### src/core/eebp_pkg.sv
// constants and decode helpers for the nvm byte program/erase controller
package eebp_pkg;

    // ************************************************************
    // clock and high-voltage timing
    // ************************************************************
    localparam int unsigned CLK_PERIOD_NS = 4;
    localparam int unsigned HV_TIME_US    = 10;
    localparam int unsigned HV_CYCLES     =
        (HV_TIME_US * 1000 + CLK_PERIOD_NS - 1) / CLK_PERIOD_NS;
    localparam int unsigned HV_CNT_W      = 12;
    localparam logic [HV_CNT_W-1:0] HV_LAST = HV_CNT_W'(HV_CYCLES - 1);

    // ************************************************************
    // bus map: word index, byte address is index times four
    // ************************************************************
    localparam int unsigned ADDR_W     = 12;
    localparam logic [9:0]  CTRL_IDX   = 10'h007;
    localparam logic [9:0]  ARR_LO_IDX = 10'h100;
    localparam logic [9:0]  ARR_HI_IDX = 10'h1FF;

    // ************************************************************
    // control register layout and values
    // ************************************************************
    localparam int unsigned BIT_WIRED_OR_IRQ_ENABLE  = 7;
    localparam int unsigned BIT_CAF   = 6;
    localparam int unsigned BIT_CLK   = 3;
    localparam int unsigned BIT_ERA   = 2;
    localparam int unsigned BIT_LAT   = 1;
    localparam int unsigned BIT_PGM   = 0;
    localparam logic [7:0]  CTRL_RESET = 8'h00;
    localparam logic [7:0]  BYTE_ERASED = 8'hFF;
    localparam logic [7:0]  BYTE_PROGRAMMED = 8'h00;
    localparam logic [31:0] WORD_ZERO  = 32'h0000_0000;

    function automatic logic is_ctrl(input logic [ADDR_W-1:0] a);
        is_ctrl = (a[ADDR_W-1:2] == CTRL_IDX);
    endfunction

    function automatic logic is_arr(input logic [ADDR_W-1:0] a);
        is_arr = (a[ADDR_W-1:2] >= ARR_LO_IDX) && (a[ADDR_W-1:2] <= ARR_HI_IDX);
    endfunction

endpackage

### src/core/eebp_nvm_if.sv
// link between the control logic and the byte array with its pump
`timescale 1ns/100ps
interface eebp_nvm_if;
    logic       hv_on;
    logic       erase;
    logic [7:0] addr;
    logic [7:0] data;
    logic [7:0] rd_addr;
    logic [7:0] rd_data;

    modport ctrl  (output hv_on, erase, addr, data, rd_addr, input rd_data);
    modport array (input hv_on, erase, addr, data, rd_addr, output rd_data);
endinterface

### src/core/eebp_ctrl.sv
// control register and apb slave for byte program/erase of the array
//
// Chosen here: register access over APB.
`timescale 1ns/100ps
// Overview of operation
// - latch clear forces erase and pump off
// - stop or reset clears latch enable
// - latch on, pump off: capture write
// - erase select picks erase or program
// - erase select frozen once address latched
// - pump set refused before address latched
// - pump zero writes ignored, latch clears it
// - pump bit drives charge pump output
// - select zero: load, then programming
// - select one: load, then erasing
// - 256 single bytes, no bulk erase
// - interrupt enable gates pin and port B
// - mask option absent forces enable zero
// - request when pin high and enabled
// - asleep flag mirrors controller sleep state
// - array reads return ones while latched
// - other addresses ignored once address latched
// - erased ones, programmed zeros, busy access fails
module eebp_ctrl (
    // clock and reset
    input  wire logic                          pclk,
    input  wire logic                          presetn,
    input  wire logic                          ce,
    // apb slave
    input  wire logic                          psel,
    input  wire logic                          penable,
    input  wire logic                          pwrite,
    input  wire logic [eebp_pkg::ADDR_W-1:0]   paddr,
    input  wire logic [31:0]                   pwdata,
    output logic      [31:0]                   prdata,
    output logic                               pready,
    output logic                               pslverr,
    // system events and pins
    input  wire logic                          stop_entry,
    input  wire logic                          can_sleep,
    input  wire logic                          wired_or_mask_option,
    input  wire logic                          wired_or_irq_pin,
    input  wire logic [7:0]                    port_b_pin,
    input  wire logic [7:0]                    port_b_ddr,
    // outputs
    output logic                               pump_output_pin,
    output logic                               bus_clock_out_select,
    output logic                               wired_or_irq_req
);
    typedef struct packed {
        logic        wired_or_irq_enable;
        logic        caf;
        logic        clk_sel;
        logic        era;
        logic        lat;
        logic        pgm;
        logic        addr_ok;
        logic [7:0]  addr;
        logic [7:0]  data;
        logic        pready;
        logic        pslverr;
        logic [31:0] prdata;
        logic [1:0]  pin_sync;
        logic [1:0]  mask_sync;
        logic [7:0]  pb_s1;
        logic [7:0]  pb_s2;
        logic        irq;
    } eebp_state_t;

    eebp_state_t s_q;
    eebp_state_t s_d;
    logic        acc;
    logic [7:0]  w;
    logic [7:0]  idx;

    eebp_nvm_if nvm ();

    eebp_array u_array (
        .pclk    (pclk),
        .presetn (presetn),
        .ce      (ce),
        .nvm     (nvm)
    );

    function automatic logic [7:0] ctrl_byte(input eebp_state_t s);
        logic [7:0] b;
        b                     = eebp_pkg::CTRL_RESET;
        b[eebp_pkg::BIT_WIRED_OR_IRQ_ENABLE] = s.wired_or_irq_enable;
        b[eebp_pkg::BIT_CAF]  = s.caf;
        b[eebp_pkg::BIT_CLK]  = s.clk_sel;
        b[eebp_pkg::BIT_ERA]  = s.era;
        b[eebp_pkg::BIT_LAT]  = s.lat;
        b[eebp_pkg::BIT_PGM]  = s.pgm;
        ctrl_byte = b;
    endfunction

    assign acc = psel && penable;
    assign w   = pwdata[7:0];
    assign idx = paddr[9:2];

    // ************************************************************
    // array link
    // ************************************************************
    assign nvm.hv_on   = s_q.pgm;
    assign nvm.erase   = s_q.era;
    assign nvm.addr    = s_q.addr;
    assign nvm.data    = s_q.data;
    assign nvm.rd_addr = idx;

    // ************************************************************
    // next state
    // ************************************************************
    always_comb begin
        s_d = s_q;
        s_d.pin_sync  = {s_q.pin_sync[0], wired_or_irq_pin};
        s_d.mask_sync = {s_q.mask_sync[0], wired_or_mask_option};
        s_d.pb_s1     = port_b_pin;
        s_d.pb_s2     = s_q.pb_s1;
        s_d.caf       = can_sleep;
        s_d.irq       = s_q.wired_or_irq_enable && (s_q.pin_sync[1]
                        || |(s_q.pb_s2 & ~port_b_ddr));

        if (acc && !s_q.pready) begin
            s_d.pready  = 1'b1;
            s_d.pslverr = 1'b0;
            s_d.prdata  = eebp_pkg::WORD_ZERO;
            if (eebp_pkg::is_ctrl(paddr)) begin
                s_d.prdata[7:0] = ctrl_byte(s_q);
            end else if (eebp_pkg::is_arr(paddr)) begin
                s_d.pslverr = s_q.pgm;
                if (s_q.lat) begin
                    s_d.prdata[7:0] = eebp_pkg::BYTE_ERASED;
                end else begin
                    s_d.prdata[7:0] = nvm.rd_data;
                end
            end else begin
                s_d.pslverr = 1'b1;
            end
        end else if (acc && s_q.pready) begin
            s_d.pready  = 1'b0;
            s_d.pslverr = 1'b0;
            if (pwrite && !s_q.pslverr && eebp_pkg::is_ctrl(paddr)) begin
                s_d.wired_or_irq_enable    = w[eebp_pkg::BIT_WIRED_OR_IRQ_ENABLE];
                s_d.clk_sel = w[eebp_pkg::BIT_CLK];
                s_d.lat     = w[eebp_pkg::BIT_LAT];
                if (!s_q.addr_ok) begin
                    s_d.era = w[eebp_pkg::BIT_ERA];
                end
                if (w[eebp_pkg::BIT_PGM] && s_q.addr_ok) begin
                    s_d.pgm = 1'b1;
                end
            end else if (pwrite && !s_q.pslverr
                         && eebp_pkg::is_arr(paddr)) begin
                if (s_q.lat && !s_q.pgm
                    && (!s_q.addr_ok || idx == s_q.addr)) begin
                    s_d.addr_ok = 1'b1;
                    s_d.addr    = idx;
                    s_d.data    = w;
                end
            end
        end else begin
            s_d.pready  = 1'b0;
            s_d.pslverr = 1'b0;
        end

        if (stop_entry) begin
            s_d.lat = 1'b0;
        end
        if (!s_d.lat) begin
            s_d.era     = 1'b0;
            s_d.pgm     = 1'b0;
            s_d.addr_ok = 1'b0;
        end
        if (!s_q.mask_sync[1]) begin
            s_d.wired_or_irq_enable = 1'b0;
        end
    end

    // ************************************************************
    // state register
    // ************************************************************
    always_ff @(posedge pclk or negedge presetn) begin
        if (!presetn) begin
            s_q <= '0;
        end else if (ce) begin
            s_q <= s_d;
        end
    end

    assign prdata               = s_q.prdata;
    assign pready               = s_q.pready;
    assign pslverr              = s_q.pslverr;
    assign pump_output_pin      = s_q.pgm;
    assign bus_clock_out_select = s_q.clk_sel;
    assign wired_or_irq_req     = s_q.irq;
endmodule

### src/core/eebp_array.sv
// 256-byte nonvolatile array with its high-voltage operation timer
`timescale 1ns/100ps
module eebp_array (
    // clock and reset
    input wire logic    pclk,
    input wire logic    presetn,
    input wire logic    ce,
    // control side
    eebp_nvm_if.array   nvm
);
    typedef struct packed {
        logic [255:0][7:0]                mem;
        logic [eebp_pkg::HV_CNT_W-1:0]    cnt;
        logic                             done;
    } eebp_arr_state_t;

    eebp_arr_state_t s_q;
    eebp_arr_state_t s_d;

    // ************************************************************
    // byte operation, once per pump-on period
    // ************************************************************
    always_comb begin
        s_d = s_q;
        if (!nvm.hv_on) begin
            s_d.cnt  = '0;
            s_d.done = 1'b0;
        end else if (!s_q.done) begin
            if (s_q.cnt == eebp_pkg::HV_LAST) begin
                s_d.done = 1'b1;
                // single byte only, no bulk or row path
                if (nvm.erase) begin
                    s_d.mem[nvm.addr] = eebp_pkg::BYTE_ERASED;
                end else begin
                    // bits only move toward the programmed level
                    s_d.mem[nvm.addr] = s_q.mem[nvm.addr] & nvm.data;
                end
            end else begin
                s_d.cnt = s_q.cnt + 1'b1;
            end
        end
    end

    assign nvm.rd_data = s_q.mem[nvm.rd_addr];

    // array contents survive reset, only the timer restarts
    always_ff @(posedge pclk or negedge presetn) begin
        if (!presetn) begin
            s_q.cnt  <= '0;
            s_q.done <= 1'b0;
        end else if (ce) begin
            s_q <= s_d;
        end
    end
endmodule

### config.mk
export PLATFORM = sky130hd
export DESIGN_NAME = eebp_ctrl
export DESIGN_NICKNAME = d
export VERILOG_FILES = /design/src/core/eebp_pkg.sv /design/src/core/eebp_nvm_if.sv /design/src/core/eebp_ctrl.sv /design/src/core/eebp_array.sv
export SDC_FILE = /design/constraint.sdc
export NUM_CORES = 2
export LEC_CHECK = 0
export ABC_CLOCK_PERIOD_IN_PS = 5350
export BUFFER_PORTS_ARGS = -buffer_cell sky130_fd_sc_hd__clkbuf_2
export CAP_MARGIN = 30
export CORE_MARGIN = 1
export CORE_UTILIZATION = 30
export DETAILED_ROUTE_END_ITERATION = 6
export PLACE_DENSITY = 0.41
export SYNTH_ARGS = -nofsm -noshare
export SYNTH_HDL_FRONTEND = slang
export SYNTH_SLANG_ARGS = --single-unit
### constraint.sdc
create_clock -name pclk -period 5.35 [get_ports pclk]
set_input_delay 0.2675 -clock pclk [delete_from_list [all_inputs] [get_ports pclk]]
set_output_delay 0.2675 -clock pclk [all_outputs]
set_load 0.01 [all_outputs]
After elaboration in Yosys (flattened, before gate mapping):

Cells that the tools add are included.

* add/subtract/negate cells: 1
* order comparisons: 5
* equal/unequal tests: 16
* multiplexer cells: 33
* bitwise logic cells: 7
* reduce and logical (&&, ||, !) cells: 28

Operator list (number)
* $bwmux W2048: 1
* $mux W2048: 1
* $or A2048 B2048 Y2048: 1
* $bmux W8 S8: 2
* $demux W8 S8: 1
* $mux W17: 3
* $mux W8: 6
* $mux W20: 2
* $mux W13: 2
* $lt A8 B9 Y1 const B: 2
* $and A8 B8 Y8: 2
* $reduce_and A5 Y1: 3
* $ne A2 B1 Y1 const B: 7
* $add A12 B1 Y12 const B: 1
* $eq A12 B12 Y1 const B: 1
* $logic_and A1 B1 Y1: 12
* $mux W12: 1
* $ne A2 B2 Y1 const B: 6
* $reduce_and A6 Y1: 2
* $mux W1: 11
* $eq A10 B3 Y1 const B: 1
* $ge A10 B9 Y1 const B: 1
* $le A10 B9 Y1 const B: 1
* $eq A8 B8 Y1: 1
* other kinds (11): 19

* bits in registers: 2115
* input port bits: 70
* output and inout bits: 37
* logic and storage cells: 365

Longest topological paths before layout:

* depth after elaboration: 11
* mapped depth: 16
* gate-level depth less buffers: 8

By module:

From an unflattened synthesis, not the netlist that was laid out.

* cell total of the unflattened synthesis: 10604
* area, all modules: 128525.8 um^2

Modules (own cells, without submodules)
* eebp_array: times used 1, cells each 10294, area each 125420.3 um^2, sequential area each 61824.3 um^2
* eebp_ctrl: times used 1, cells each 310, area each 3105.5 um^2, sequential area each 1351.3 um^2

Least setup slack after synthesis:

Ideal clock, no wire load.

* kind: register -> register
* start point: register s_q, in the netlist nvm.addr[0]
* end point: register u_array.s_q[102] (netlist bit) (data pin)
* library setup time: 0.256 ns
* arrival time: 3.187 ns
* required time: 5.094 ns
* path slack: 1.907 ns
* cell stages (with the launch flop): 14
* path buffers: 6
* period minus slack after synthesis: 3.443 ns
* cell sequence: dfrtp_1 > buf_2 > buf_6 > buf_2 > buf_2 > mux4_2 > mux4_2 > mux2_2 > a22oi_1 > nand3_1 > buf_2 > buf_2 > nand3_1 > nand2_1

* word-level cells in the longest chain between the ends: 6
* elaborated cells on any way between the ends: 11
* those cells by class: order compare: 2; mux: 6; bitwise: 2; reduce/logical: 1

Ends and longest elaborated chain
* start: declaration: line eebp_ctrl.sv:70 `eebp_state_t s_q;`
* start signal: assignment: line eebp_ctrl.sv:184 `s_q <= '0;`
* start signal: assignment: line eebp_ctrl.sv:186 `s_q <= s_d;`
* $lt A8 B9 Y1 (implied by the code) or $ge A8 B1 Y1 (tied branches): line eebp_array.sv:33, eebp_array.sv:36
* $logic_and A1 B1 Y1 (implied by the code): line eebp_array.sv:33, eebp_array.sv:36
* $mux W8 (implied by the code): line eebp_array.sv:33, eebp_array.sv:36
* $demux W8 S8
* $bwmux W2048 or $or A2048 B2048 Y2048 (tied branches)
* $mux W2048 *: line eebp_array.sv:32 `if (nvm.erase) begin`
* end: declaration: line eebp_array.sv:17 `eebp_arr_state_t s_q;`

Mark *: on every way between the ends. The rest lies on a longest branch, timed or not. The select of a mux whose other input is x is not followed.
A chain may end at the register's enable or synchronous reset.

Final worst setup path:

* start point: register s_q, in the netlist nvm.addr[1]
* end point: register u_array.s_q[1437] (netlist bit) (data pin)

Same word-level chain as after synthesis.

==> impl_metrics.py <==
metrics = {
    "setup_path": {
        "cpMostUsedCell": "buf_12",
        "critical_path.max_fanout": 27,
        "start_kind": "flip-flop",
        "cpPeakStageDelay_ns": 1.12,
        "crit_type": "reg -> reg",
        "cp_cell_sequence": "buf_12 -> mux4_2 -> mux2i_1 -> o22ai_1 -> a2111oi_1 -> buf_4 -> nand3_1 -> o32ai_4 -> buf_12 -> buf_12 -> nor2_1",
        "critical_path.endpoint_type": "flip-flop",
        "critPathSlowestCell": "dfrtp_4",
        "cp.required_ns": 6.05,
        "critPathArrivalTime_ns": 5.89,
    },
    "status": {
        "status": "finished with violations",
        "violations": "DRC",
    },
    "timing": {
        "hold_viol": 0,
        "fin_crit_sh_pct": 97.0,
        "fmax_mhz": 193,
        "rsz0062_at_grt": "no",
        "finalSetupViolCount": 0,
        "finalWorstPathRequiredPeriod_ns": 5.19,
        "clock_skew_ns": 0.0563,
        "report.final.slew_viol_count": 0,
        "finalSetupTns_ns": 0,
        "relSlewSlack_pct": 12.3,
        "worstMarginPinSlew_ns": 1.31,
        "timing.final.ws_setup_ns": 0.162,
    },
    "clock_tree": {
        "insertion_delay_ns": 1.00,
        "numClockSinks": 2115,
        "clk_pin_slew_ns": 0.06,
        "cts_setup_buffers": 0,
        "numCtsBuffers": 277,
        "max-clock-path-buffers": 4,
        "clockRootBuffer": "clkbuf_16",
        "cts_tree": "built",
        "htreeDepth": 5,
    },
    "worst_hold_path": {
        "hp-class": "in -> reg",
    },
    "finish": {
        "fill_cells": 41600,
        "multiInputGateArea_sq_mm": 0.0590,
        "fin_nets": 11300,
        "layout-drive-gt1-share_pct": 22.4,
        "utilization_pct": 34.8,
        "postLayoutCellArea_sq_mm": 0.148,
        "syn_to_final_growth_pct": 15.6,
        "seq_area_sq_mm": 0.0632,
    },
    "flow_run": {
        "drv_cap": 0,
    },
    "routing": {
        "totalWireLength_mm": 608,
        "vias": 105000,
        "dr.pass1.iters": 7,
        "wl_per_cell_um": 35.6,
        "final_antenna_net_count": 0,
        "drc": 29,
        "viasPerCell": 6.12,
        "drt_iter0_drc": 15700,
    },
    "place": {
        "hpwl_mm": 412,
        "placed_area_sq_mm": 0.138,
        "gp_congestion": 0.956,
        "post-place-ws_ns": 0.410,
        "port_buffers": 56,
    },
    "yosys": {
        "synth_top_area_share_pct": 48.2,
        "synth_top_cell_by_area": "edfxtp_1",
        "synth_area_leaders": "edfxtp_1 (48%), mux4_2 (19%), a21oi_1 (6.1%), nor2_1 (4.7%), o21ai_0 (4.5%)",
        "synth_area_sq_mm": 0.128,
        "async_reset_ff_share_pct": 3.17,
        "yosys_warnings": 0,
        "synthFlopType": "edfxtp_1",
        "yosysUniqueCellTypes": 75,
        "syn_avg_cell_area_sq_um": 11.4,
        "synth_cells": 11200,
        "ys_seq_area_share_pct": 49.5,
        "ys_seq_elements": 2115,
        "synth_edf_count": 2048,
    },
    "grt": {
        "grt_max_degree": 194,
        "grt.overflow.total": 0,
        "antenna_found_initial": 43,
        "grt_pass1_vias": 97700,
        "grt_usage_pct": 27.6,
        "grt_pass1_wl_mm": 835,
    },
    "die": {
        "io_pins": 107,
        "dieArea_sq_mm": 0.428,
        "core_sq_mm": 0.424,
        "die_h_um": 654,
        "die_x_um": 654,
        "std_cell_rows": 239,
        "initial_core_util_pct": 30.1,
    },
    "power": {
        "power_density_mw_per_mm2": 269,
        "power.leakage_nw": 39.4,
        "peakVddDrop_v": 0.000257,
    },
}
[state kept, by name (all words and copies together), names as in the netlist]
signal and flops:
nvm.addr 8, s_d 10, pslverr 1, nvm.erase 1, s_q 14, bus_clock_out_select 1, u_array.s_q 2061, nvm.data 8
pump_output_pin 1, wired_or_irq_req 1, pready 1, prdata 8
[synthesized netlist by cell type, types with 6 or more instances]
| library cell | instances |
|---|---|
| edfxtp_1 | 2048 |
| nor2_1 | 1610 |
| a21oi_1 | 1554 |
| o21ai_0 | 1136 |
| mux4_2 | 1082 |
| nand2_1 | 854 |
| clkbuf_1 | 837 |
| o21a_1 | 233 |
| buf_2 | 222 |
| mux2i_1 | 220 |
| nor3_1 | 161 |
| a21boi_0 | 150 |
| buf_4 | 146 |
| nand3_1 | 117 |
| a22oi_1 | 111 |
| o31ai_1 | 87 |
| buf_1 | 72 |
| dfrtp_1 | 67 |
| o22ai_1 | 56 |
| mux2_2 | 52 |
| a211oi_1 | 34 |
| nor2b_1 | 32 |
| a221oi_1 | 23 |
| a22o_1 | 21 |
| buf_6 | 18 |
| inv_1 | 17 |
| nand2b_1 | 17 |
| nand4_1 | 16 |
| and2_1 | 13 |
| and3_1 | 11 |
| nor4_1 | 11 |
| xnor2_1 | 11 |
| o32ai_1 | 10 |
| a31oi_1 | 9 |
| or3_1 | 9 |
| nand3b_1 | 8 |
| o211ai_1 | 8 |
| o221ai_1 | 8 |
| nor4b_1 | 7 |
| xor2_1 | 6 |
[placed cells by master (no fill, tap or decap), types with 41 or more instances in the layout]
cell           Yosys  routed
a21boi_0         150     149
a21oi_1         1554    1554
a22oi_1          111     111
buf_12             0     150
buf_4            146     747
clkbuf_1         837      49
clkbuf_16          0     284
clkbuf_2           1      50
clkinv_1           0      74
clkinv_2           0      43
dfrtp_1           67      56
dlygate4sd3_1      0      41
edfxtp_1        2048    2048
mux2_2            52      52
mux2i_1          220     220
mux4_2          1082    1082
nand2_1          854     841
nand3_1          117     112
nor2_1          1610    1603
nor3_1           161     158
o21a_1           233     233
o21ai_0         1136    1136
o22ai_1           56      56
o31ai_1           87      87
[per-stage QoR]
stage	total power [mW]	instances	hold slack [ns]
2_1_floorplan	19.8	11200	-0.0281
3_3_place_gp	21.3	16500	0.273
3_5_place_dp	21.3	16500	0.283
4_1_cts	39.9	17100	0.00898
5_1_grt	40.5	17100	0.0560
6_report	39.7	17100	0.0652
[per-layer routing]
layer | global-route usage, % | wire, um
met1 | 37.7 | 245000
met3 | 6.47 | 63000
met4 | 13.7 | 35700
met2 | 41.1 | 264000
met5 | 0 | 127
[layout make-up]
type                            instances  share of cell area, %
Tap cell                             5663                   4.80
Timing Repair Buffer                 1006                   6.43
Clock buffer                          338                   4.99
Sequential cell                      2115                   42.8
Clock inverter                        158                  0.875
Inverter                               17                 0.0483
Multi-Input combinational cell       7782                   40.0
Antenna cell                           20                 0.0339
[cell families (layout without fill, tap and decap cells)]
logic type      after synthesis  in the layout  share of synthesized area [%]
fa+ha+maj                     1              1                        0.00980
mux                        1354           1354                           21.3
other cells                   1             44                        0.00294
compound gates             3487           3487                           15.3
flops                      2115           2115                           49.5
xor+xnor                     17             17                          0.117
simple gates               2899           2899                           9.19
buf+inv                    1313           1519                           4.62
[where the power goes]
part	switching, mW	total [mW]	internal (mW)
registers	0.0904	18.0	17.9
logic	2.10	3.06	0.958
clock network	8.14	18.6	10.5
[worst paths after layout]
kind                                              start                      endpoint  slack [ns]  depth (start not counted)
worst max register to register  nvm.addr[1]$_DFFE_PN0P_   u_array.s_q[1437]$_DFFE_PP_        0.16                         11
worst min-delay path                          paddr[11]         prdata[2]$_DFFE_PN0P_        0.07                          6
worst min register to register       s_d[6]$_DFFE_PN0P_            s_q[6]$_DFFE_PN0P_        0.48                          2
min in group asynchronous                       presetn  wired_or_irq_req$_DFFE_PN0P_        0.39                          4
max in group asynchronous                       presetn       nvm.data[6]$_DFFE_PN0P_        4.26                          4
worst max-delay path            nvm.addr[1]$_DFFE_PN0P_   u_array.s_q[1437]$_DFFE_PP_        0.16                         11
[timing repair]
action                                 4_1_cts  5_1_grt
endpoints found under the hold margin      122        0
hold buffers                                42        0
resized for setup                            0        0
[worst max-delay path, delay by kind of cell, from the launching register on]
family | cells | cell delay (ns)
muxes | 2 | 1.24
buffers and inverters | 4 | 1.18
DFF | 1 | 1.12
AOI/OAI and AO/OA | 3 | 1.01
and+or+nand+nor | 2 | 0.19
No activity file was read; power rests on OpenSTA's default activity.
